File: src/rtl/i2cw_regs.svh
// Constants for the paged register write slave.
// Assumes inclusion by the package and the slave module.
`ifndef I2CW_REGS_SVH
`define I2CW_REGS_SVH
`define I2CW_DEV_ADDR 7'h30
`define I2CW_DIR_WRITE 1'b0
`define I2CW_BITS_PER_BYTE 4'h8
`define I2CW_ACK_SLOT 4'h8
`define I2CW_LAST_BIT 4'h7
`define I2CW_BYTE_DEV 3'h0
`define I2CW_BYTE_AHI 3'h1
`define I2CW_BYTE_ALO 3'h2
`define I2CW_BYTE_D0 3'h3
`define I2CW_BYTE_D1 3'h4
`define I2CW_BYTE_D2 3'h5
`define I2CW_BYTE_D3 3'h6
`define I2CW_BYTE_DONE 3'h7
`define I2CW_SCL_MAX_KHZ 400
`endif

File: src/rtl/i2cw_pkg.sv
// Types shared by the paged register write slave.
// Assumes the constants header is on the include path.
`include "i2cw_regs.svh"
package i2cw_pkg;
	typedef struct packed {
		logic [15:0] addr;
		logic [31:0] data;
	} i2cw_wr_t;
	typedef struct packed {
		logic scl_rise;
		logic scl_fall;
		logic start;
		logic stop;
		logic sda;
	} i2cw_ev_t;
	typedef enum logic [3:0] {
		I2CW_IDLE = 4'h1,
		I2CW_RECV = 4'h2,
		I2CW_ACK = 4'h4,
		I2CW_IGNORE = 4'h8
	} i2cw_state_t;
endpackage : i2cw_pkg

File: src/rtl/i2cw_cond.sv
// Finds SCL edges and START and STOP conditions on synchronised lines.
// Assumes both inputs come from two-flop synchronisers on mclk.
`timescale 1ns/10ps
module i2cw_cond
	import i2cw_pkg::*;
(
	input wire logic mclk,
	input wire logic rst_n,
	input wire logic scl_s,
	input wire logic sda_s,
	output i2cw_ev_t ev
);
	logic scl_d_reg;
	logic sda_d_reg;
	always_ff @(posedge mclk or negedge rst_n) begin
		if (!rst_n) begin
			scl_d_reg <= 1'b1;
			sda_d_reg <= 1'b1;
		end else begin
			scl_d_reg <= scl_s;
			sda_d_reg <= sda_s;
		end
	end
	always_comb begin
		ev.scl_rise = scl_s & ~scl_d_reg;
		ev.scl_fall = ~scl_s & scl_d_reg;
		ev.start = scl_s & scl_d_reg & sda_d_reg & ~sda_s;
		ev.stop = scl_s & scl_d_reg & ~sda_d_reg & sda_s;
		ev.sda = sda_s;
	end
endmodule : i2cw_cond

File: src/rtl/i2cw_slave.sv
// Paged register write slave on a two-wire serial bus.
// Assumes SCL and SDA are pins sampled by mclk, far slower than mclk.
`timescale 1ns/10ps
`include "i2cw_regs.svh"
module i2cw_slave
	import i2cw_pkg::*;
(
	input wire logic mclk,
	input wire logic rst_n,
	input wire logic scl_i,
	input wire logic sda_i,
	output logic sda_o,
	output logic sda_oe,
	output i2cw_wr_t wr,
	output logic wr_stb
);
	logic scl_s;
	logic sda_s;
	i2cw_ev_t ev;
	i2cw_state_t state_reg;
	logic [3:0] bit_reg;
	logic [2:0] byte_reg;
	logic [7:0] shift_reg;
	logic [15:0] addr_reg;
	logic [31:0] data_reg;
	logic full_reg;

	function automatic logic [7:0] shift_in(input logic [7:0] cur,
		input logic b);
		shift_in = {cur[6:0], b};
	endfunction : shift_in

	i2cw_sync #(.INIT(1'b1)) u_sync_scl (
		.mclk(mclk),
		.rst_n(rst_n),
		.din(scl_i),
		.dout(scl_s)
	);
	i2cw_sync #(.INIT(1'b1)) u_sync_sda (
		.mclk(mclk),
		.rst_n(rst_n),
		.din(sda_i),
		.dout(sda_s)
	);
	i2cw_cond u_cond (
		.mclk(mclk),
		.rst_n(rst_n),
		.scl_s(scl_s),
		.sda_s(sda_s),
		.ev(ev)
	);

	logic [7:0] byte_now;
	assign byte_now = shift_in(shift_reg, ev.sda);

	always_ff @(posedge mclk or negedge rst_n) begin
		if (!rst_n) begin
			state_reg <= I2CW_IDLE;
			bit_reg <= 4'h0;
			byte_reg <= `I2CW_BYTE_DEV;
		end else if (ev.start) begin
			state_reg <= I2CW_RECV;
			bit_reg <= 4'h0;
			byte_reg <= `I2CW_BYTE_DEV;
		end else if (ev.stop) begin
			state_reg <= I2CW_IDLE;
		end else begin
			case (state_reg)
			I2CW_RECV: begin
				if (ev.scl_rise) begin
					bit_reg <= bit_reg + 4'h1;
				end
				if (ev.scl_fall && bit_reg == `I2CW_BITS_PER_BYTE) begin
					if (byte_reg == `I2CW_BYTE_DEV &&
						shift_reg != {`I2CW_DEV_ADDR, `I2CW_DIR_WRITE}) begin
						state_reg <= I2CW_IGNORE;
					end else if (byte_reg == `I2CW_BYTE_DONE) begin
						// bytes past the seventh are refused
						state_reg <= I2CW_IGNORE;
					end else begin
						state_reg <= I2CW_ACK;
					end
				end
			end
			I2CW_ACK: begin
				if (ev.scl_fall) begin
					state_reg <= I2CW_RECV;
					bit_reg <= 4'h0;
					byte_reg <= byte_reg + 3'h1;
				end
			end
			I2CW_IGNORE: begin
				state_reg <= I2CW_IGNORE;
			end
			default: begin
				state_reg <= I2CW_IDLE;
			end
			endcase
		end
	end

	always_ff @(posedge mclk or negedge rst_n) begin
		if (!rst_n) begin
			shift_reg <= 8'h00;
		end else if (state_reg == I2CW_RECV && ev.scl_rise &&
			bit_reg < `I2CW_BITS_PER_BYTE) begin
			shift_reg <= byte_now;
		end
	end

	always_ff @(posedge mclk or negedge rst_n) begin
		if (!rst_n) begin
			addr_reg <= 16'h0000;
			data_reg <= 32'h00000000;
			full_reg <= 1'b0;
		end else if (ev.start) begin
			full_reg <= 1'b0;
		end else if (state_reg == I2CW_ACK && ev.scl_fall) begin
			case (byte_reg)
			`I2CW_BYTE_AHI: addr_reg[15:8] <= shift_reg;
			`I2CW_BYTE_ALO: addr_reg[7:0] <= shift_reg;
			`I2CW_BYTE_D0: data_reg[7:0] <= shift_reg;
			`I2CW_BYTE_D1: data_reg[15:8] <= shift_reg;
			`I2CW_BYTE_D2: data_reg[23:16] <= shift_reg;
			`I2CW_BYTE_D3: begin
				data_reg[31:24] <= shift_reg;
				full_reg <= 1'b1;
			end
			default: begin
				full_reg <= full_reg;
			end
			endcase
		end
	end

	// single write at STOP after full frame
	always_ff @(posedge mclk or negedge rst_n) begin
		if (!rst_n) begin
			wr_stb <= 1'b0;
			wr <= '0;
		end else begin
			wr_stb <= ev.stop && full_reg;
			if (ev.stop && full_reg) begin
				wr.addr <= addr_reg;
				wr.data <= data_reg;
			end
		end
	end

	// pull SDA low in ack clock
	// open drain, output level is always low
	always_ff @(posedge mclk or negedge rst_n) begin
		if (!rst_n) begin
			sda_oe <= 1'b0;
			sda_o <= 1'b0;
		end else begin
			sda_o <= 1'b0;
			sda_oe <= (state_reg == I2CW_ACK) && !ev.scl_fall &&
				!ev.stop && !ev.start;
		end
	end

	// The ack drive must end with the ack clock, else the bus locks.
	// ack held only in ack state
	a_ack_in_slot: assert property (@(posedge mclk) disable iff (!rst_n)
		sda_oe |-> $past(state_reg) == I2CW_ACK)
		else $error("sda driven outside ack slot");
	a_drive_low_only: assert property (@(posedge mclk) disable iff (!rst_n)
		sda_oe |-> !sda_o)
		else $error("sda driven high");
	a_addr_filter: assert property (@(posedge mclk) disable iff (!rst_n)
		(state_reg == I2CW_RECV && byte_reg == `I2CW_BYTE_DEV &&
		ev.scl_fall && bit_reg == `I2CW_BITS_PER_BYTE &&
		shift_reg != {`I2CW_DEV_ADDR, `I2CW_DIR_WRITE} && !ev.start &&
		!ev.stop) |=> state_reg == I2CW_IGNORE)
		else $error("foreign address accepted");
	a_addr_ack: assert property (@(posedge mclk) disable iff (!rst_n)
		(state_reg == I2CW_RECV && byte_reg == `I2CW_BYTE_DEV &&
		ev.scl_fall && bit_reg == `I2CW_BITS_PER_BYTE &&
		shift_reg == {`I2CW_DEV_ADDR, `I2CW_DIR_WRITE} && !ev.start &&
		!ev.stop) |=> ##1 sda_oe)
		else $error("matching address not acknowledged");
	a_strobe_full: assert property (@(posedge mclk) disable iff (!rst_n)
		wr_stb |-> $past(full_reg) && $past(ev.stop))
		else $error("write without four data bytes");
	// no strobe without a full frame
	a_short_ignored: assert property (@(posedge mclk) disable iff (!rst_n)
		(ev.stop && !full_reg) |=> !wr_stb)
		else $error("short frame wrote register");
	a_start_frame: assert property (@(posedge mclk) disable iff (!rst_n)
		ev.start |=> state_reg == I2CW_RECV && byte_reg == `I2CW_BYTE_DEV
		&& bit_reg == 4'h0)
		else $error("start did not reset framing");
	a_data_order: assert property (@(posedge mclk) disable iff (!rst_n)
		(state_reg == I2CW_ACK && ev.scl_fall && !ev.start && !ev.stop &&
		byte_reg == `I2CW_BYTE_D3) |=> data_reg[31:24] == $past(shift_reg)
		&& full_reg)
		else $error("data byte misplaced");
	a_addr_order: assert property (@(posedge mclk) disable iff (!rst_n)
		(state_reg == I2CW_ACK && ev.scl_fall && !ev.start && !ev.stop &&
		byte_reg == `I2CW_BYTE_AHI) |=> addr_reg[15:8] == $past(shift_reg))
		else $error("address high byte misplaced");
	a_sample_rise: assert property (@(posedge mclk) disable iff (!rst_n)
		(shift_reg != $past(shift_reg)) |-> $past(ev.scl_rise))
		else $error("bit sampled off rising edge");
	a_seven_bytes: assert property (@(posedge mclk) disable iff (!rst_n)
		(state_reg == I2CW_RECV && byte_reg == `I2CW_BYTE_DONE &&
		ev.scl_fall && bit_reg == `I2CW_BITS_PER_BYTE && !ev.start &&
		!ev.stop) |=> state_reg == I2CW_IGNORE)
		else $error("extra byte accepted");
endmodule : i2cw_slave

File: src/rtl/i2cw_sync.sv
// Two-flop synchroniser for one pin level.
// Assumes the input is asynchronous to mclk.
`timescale 1ns/10ps
module i2cw_sync #(
	parameter logic INIT = 1'b1
) (
	input wire logic mclk,
	input wire logic rst_n,
	input wire logic din,
	output logic dout
);
	logic meta_reg;
	always_ff @(posedge mclk or negedge rst_n) begin
		if (!rst_n) begin
			meta_reg <= INIT;
			dout <= INIT;
		end else begin
			meta_reg <= din;
			dout <= meta_reg;
		end
	end
endmodule : i2cw_sync

File: config.mk
export PLATFORM = sky130hd
export DESIGN_NAME = i2cw_slave
export DESIGN_NICKNAME = d
export VERILOG_FILES = /design/src/rtl/i2cw_pkg.sv /design/src/rtl/i2cw_cond.sv /design/src/rtl/i2cw_slave.sv /design/src/rtl/i2cw_sync.sv
export VERILOG_INCLUDE_DIRS = /design/src /design/src/rtl
export SDC_FILE = /design/constraint.sdc
export NUM_CORES = 1
export LEC_CHECK = 0
export ABC_CLOCK_PERIOD_IN_PS = 2700
export BUFFER_PORTS_ARGS = -buffer_cell sky130_fd_sc_hd__buf_4
export CORE_ASPECT_RATIO = 1.2
export CORE_MARGIN = 1.5
export CORE_UTILIZATION = 35
export CTS_BUF_LIST = sky130_fd_sc_hd__clkbuf_8
export DETAILED_ROUTE_END_ITERATION = 8
export PLACE_DENSITY = 0.49
export SYNTH_ARGS = -nofsm -noshare
export SYNTH_HDL_FRONTEND = slang
export SYNTH_HIERARCHICAL = 1
export SYNTH_SLANG_ARGS = --single-unit
export TNS_END_PERCENT = 50
File: constraint.sdc
create_clock -name mclk -period 2.7 [get_ports mclk]
set_input_delay 0.405 -clock mclk [delete_from_list [all_inputs] [get_ports mclk]]
set_output_delay 0.405 -clock mclk [all_outputs]
set_load 0.005 [all_outputs]
# == Word-level counts from Yosys, hierarchy flattened ==
# Cells that the tools add are included.
# totals
wordCells,100
in_bits,4
mem_count,0
ram_bits,0
latchBits,0
reg_bits,124
rom_bits,0
# op_classes
order_cmp,1
add_sub_neg,2
shifts,0
mul,0
reduce_logical,28
n_eq_ne,17
n_mux,19
bitwise_logic,12
div,0
# op_table
op,n
2-to-1 mux 4 bit,10
AND reduction 3 bit,7
"== test 3 bit, second input constant",4
2-to-1 mux 3 bit,4
one-hot mux 4 bit (3 select lines),1
logical AND 1 bit,9
"== test 4 bit, second input constant",2
"!= test 4 bit, second input constant",2
"!= test 8 x 7 -> 1 bit, second input constant",1
one-hot mux 4 bit (2 select lines),1
nonzero test 2 bit,4
bitwise AND 1 bit,7
"== test 3 x 2 -> 1 bit, second input constant",2
"!= test 3 bit, second input constant",2
NOT 1 bit,5
"adder 4 x 1 -> 4 bit, second input constant",1
"== test 4 x 2 -> 1 bit, second input constant",1
"== test 4 x 3 -> 1 bit, second input constant",1
"less-than comparator 4 bit, second input constant",1
AND reduction 2 bit,2
AND reduction 4 bit,1
"adder 3 x 1 -> 3 bit, second input constant",1
"== test 3 x 1 -> 1 bit, second input constant",1
logical NOT 1 bit,3
4 further kinds,6

# == Depth between registers and ports, before layout ==
# logic_depth
ltp_word,7
depth_mapped,6
depth_no_buf,6

# == Modules after synthesis ==
# Netlist, hierarchy kept.
# modules_own_cells
mod,cells_each,instances,seq_area_each_um2,area_per_inst_um2
i2cw_slave,308,1,2954.1,4742.0
i2cw_sync,2,2,52.6,52.6
i2cw_cond,7,1,52.6,92.6

# == Least setup slack after synthesis ==
# OpenSTA, ideal clock, no wires.
# synth_path
path_type,register to register
start,reg u_cond.sda_d_reg
end,reg wr[13] (netlist name)
stages_incl_launch_ff,7
synth_period_minus_slack_ns,2.020
setup_time_ns,0.125
slack_ns,0.680
arrival_ns,1.895
n_path_buf,3
cell_sequence,dfstp_2 -> and4b_1 -> clkbuf_1 -> nand2_1 -> clkbuf_1 -> buf_2 -> mux2_2
# synth_rtl
element,line,text
from (decl),i2cw_cond.sv:14,logic sda_d_reg;
from (signal assigned),i2cw_cond.sv:21,sda_d_reg <= sda_s;
to (decl),i2cw_slave.sv:14,"output i2cw_wr_t wr,"

# == Worst setup path in the final report ==
# layout_path
start,reg state_reg[1]
end,reg data_reg[25]
# layout_between
elab_chain_cells,3
# layout_lines
element,line,text
from (decl),i2cw_slave.sv:20,i2cw_state_t state_reg;
from (signal assigned),i2cw_slave.sv:58,state_reg <= I2CW_IDLE;
from (signal assigned),i2cw_slave.sv:62,state_reg <= I2CW_RECV;
from (signal assigned),i2cw_slave.sv:66,state_reg <= I2CW_IDLE;
== test 4 x 3 -> 1 bit,i2cw_slave.sv:118,end else if (state_reg == I2CW_ACK && ev.scl_fall) begin
logical AND 1 bit,i2cw_slave.sv:118,
AND reduction 3 bit (no source line),--,
to (signal assigned),i2cw_slave.sv:126,data_reg[31:24] <= shift_reg;
to (decl),i2cw_slave.sv:25,logic [31:0] data_reg;
# Every way passes these cells.
# A chain may end at the register's enable or synchronous reset.

==> flow_metrics.env <==
export IMPL_drt_total_wl_um=9600
export IMPL_postSynthCellCount=319
export IMPL_clock_sinks=124
export IMPL_tightest_slew_ns=0.645
export IMPL_async_flop_share=1.00
export IMPL_relSlewSlack=0.564
export IMPL_synth_flop_cell="dfrtp_1"
export IMPL_path_class="reg2reg"
export IMPL_pin_count=55
export IMPL_die_w_um=111
export IMPL_synth_top_area_cell="dfrtp_1"
export IMPL_cts_root_buf="clkbuf_8"
export IMPL_max_cap_viol_count=0
export IMPL_dieArea_um2=14800
export IMPL_postLayoutCellArea_um2=5960
export IMPL_seqCellArea_um2=3110
export IMPL_hp_class="in2reg"
export IMPL_path_buf_inv=0
export IMPL_yosys_warnings=6
export IMPL_setup_ws_ns=0.406
export IMPL_clockBufferDepth=2
export IMPL_critPathSlowestCell="or4b_4"
export IMPL_setup_tns_ns=0
export IMPL_ant_nets=0
export IMPL_clock_skew_ns=0.00982
export IMPL_powerDensity_nw_per_um2=618
export IMPL_cp_required_ns=3.02
export IMPL_area_growth_syn_to_layout_pct=20.7
export IMPL_dp_final_hpwl_um=6160
export IMPL_synth_seq_cells=124
export IMPL_cts_tree="yes"
export IMPL_hold_ws_ns=0.0720
export IMPL_start_util=0.357
export IMPL_antenna_found_initial=0
export IMPL_gp_congestion=0.762
export IMPL_power_share_clock=0.476
export IMPL_syn_num_nets=331
export IMPL_die_h_um=133
export IMPL_power_total_mw=3.69
export IMPL_n_antenna_cell=0
export IMPL_outcome="complete, no violations"
export IMPL_syn_area_um2=4940
export IMPL_syn_avg_cell_area_um2=15.5
export IMPL_port_buffers=53
export IMPL_netlist_cell_type_count=41
export IMPL_synthTopCellsByArea="dfrtp_1, mux2_2, dfstp_2, ha_1, inv_1"
export IMPL_clock_latency_ns=0.44
export IMPL_crit_chain="or4b_4 -> nor3_4 -> and3_1 -> mux2_2"
export IMPL_drive_gt1_frac=0.511
export IMPL_power_switching_share=0.202
export IMPL_numCtsBuffers=17
export IMPL_hold_viol_final=0
export IMPL_fin_crit_sh=0.850
export IMPL_grt_use_total=0.139
export IMPL_ys_seq_area_frac=0.630
export IMPL_routed_via_density=4.84
export IMPL_final_nets=396
export IMPL_finalSetupViolations=0
export IMPL_critPathTopFamily="simple AND/OR/NAND/NOR gates"
export IMPL_worstSetupStartpointType="flop"
export IMPL_htree_levels=4
export IMPL_fin_util=0.431
export IMPL_intPower_mw=2.94
export IMPL_path_max_fanout=9
export IMPL_p_seq_frac=0.509
export IMPL_grt_start_max_net_pins=74
export IMPL_irDropWorstVdd_mv=0.286
export IMPL_rsz0062_at_grt="false"
export IMPL_dp_cells=535
export IMPL_synth_edff_count=0
export IMPL_clk_pin_slew_ns=0.07
export IMPL_postPlaceCellArea_um2=5520
export IMPL_postCtsSetupRepairBufs=0
export IMPL_post_cts_resized=0
export IMPL_largest_register_ffs=48
export IMPL_firstDrtPassIters=4
export IMPL_p_comb_frac=0.016
export IMPL_p_sw_uw=746
export IMPL_power_leakage_nw=3.08
export IMPL_cp_arrival_ns=2.61
export IMPL_post_place_ws_ns=0.409
export IMPL_min_period_ns=2.29
export IMPL_num_rows=47
export IMPL_wl_per_cell_um=16.9
export IMPL_drv_slew=0
export IMPL_drcViolationCount=0
export IMPL_end_kind="flop"
export IMPL_stdcell_count=568
export IMPL_fmax_ghz=0.436
export IMPL_grt_pass1_vias=2799
export IMPL_nFillCells=1253
export IMPL_grt_pass1_wl_um=15400
export IMPL_holdBufCountCts=1
export IMPL_synth_top_area_share=0.593
export IMPL_gr_total_overflow=0
export IMPL_drt_iter0_markers=94
export IMPL_core_um2=13800
export IMPL_multiInputGateArea_um2=1720
export IMPL_via_count=2750
export IMPL_cp_slowest_stage_delay_ns=0.59
## layout by cell type (no fill, tap or decap), types with 2 or more instances in the layout
cell type	synthesis	final
nand3_2	2	2
buf_4	2	56
nor3_1	2	2
ha_1	8	8
dfstp_2	7	7
a21oi_1	4	4
and4b_1	2	2
xnor2_1	3	3
inv_1	9	14
nand2_2	1	2
clkinv_2	0	2
bufinv_16	0	4
mux2_2	105	105
and3_1	3	3
nor2b_1	3	3
nor2_1	6	6
nand3b_1	3	3
a21o_1	2	2
nor4b_1	3	3
dfrtp_1	117	117
clkbuf_8	0	20
mux2i_1	2	2
a211oi_1	3	3
nor4_1	2	2
nand2b_1	2	2
o21ai_0	2	2
## cell type report
type	count	area share
inverter	9	0.00567
sequential	124	0.522
tap	171	0.0359
clock inverter	12	0.0262
timing repair buffer	58	0.0756
clock buffer	20	0.0462
multi-input combinational	174	0.289
## path summary, 6_finish.rpt
path / start / endpoint / slack (ns) / depth (start not counted)
max in group asynchronous: rst_n / wr[1]$_DFFE_PN0P_ / 1.61 / 3
min in group asynchronous: rst_n / shift_reg[0]$_DFFE_PN0P_ / 0.33 / 2
max reg2reg: state_reg[1]$_DFFE_PN0P_ / data_reg[25]$_DFFE_PN0P_ / 0.41 / 4
min reg2reg: u_sync_scl/meta_reg$_DFF_PN1_ / u_sync_scl/dout$_DFF_PN1_ / 0.36 / 0
min: scl_i / u_sync_scl/meta_reg$_DFF_PN1_ / 0.07 / 1
max: state_reg[1]$_DFFE_PN0P_ / data_reg[25]$_DFFE_PN0P_ / 0.41 / 4
## kinds of logic after synthesis
logic type / Yosys count / synth area share
AOI/OAI and AO/OA: 15 / 0.0205
xor gates and xnor gates: 4 / 0.00709
muxes: 107 / 0.243
and+or+nand+nor: 39 / 0.0557
buffers and inverters: 21 / 0.0223
adders and majority gates: 8 / 0.0203
DFF: 124 / 0.630
other: 1 / 0.000759
## cells in the mapped netlist, drive strengths merged, types with 4 or more instances
| cell type | number |
|---|---|
| a21oi | 4 |
| inv | 9 |
| buf | 6 |
| clkbuf | 6 |
| mux2 | 105 |
| nor2 | 6 |
| ha | 8 |
| dfrtp | 117 |
| nor3 | 4 |
| dfstp | 7 |
## power by group through the flow
stage / clock network (mW) / logic, mW / registers [mW]
floorplan: 0 / 0.0136 / 1.91
CTS: 1.81 / 0.0614 / 1.87
detailed placement: 0 / 0.0606 / 1.91
global route: 1.88 / 0.0685 / 1.88
finish: 1.75 / 0.0578 / 1.88
global placement: 0 / 0.0591 / 1.91
## layer usage
layer / global-route usage / vias up / part of all wire
met4: 0.0612 / 0 / 0.022
met1: 0.171 / 1419 / 0.46
li1: - / 1266 / -
met5: 0 / - / 0
met2: 0.219 / 49 / 0.48
met3: 0.0519 / 16 / 0.037
Power figures use the tool's default switching activity.
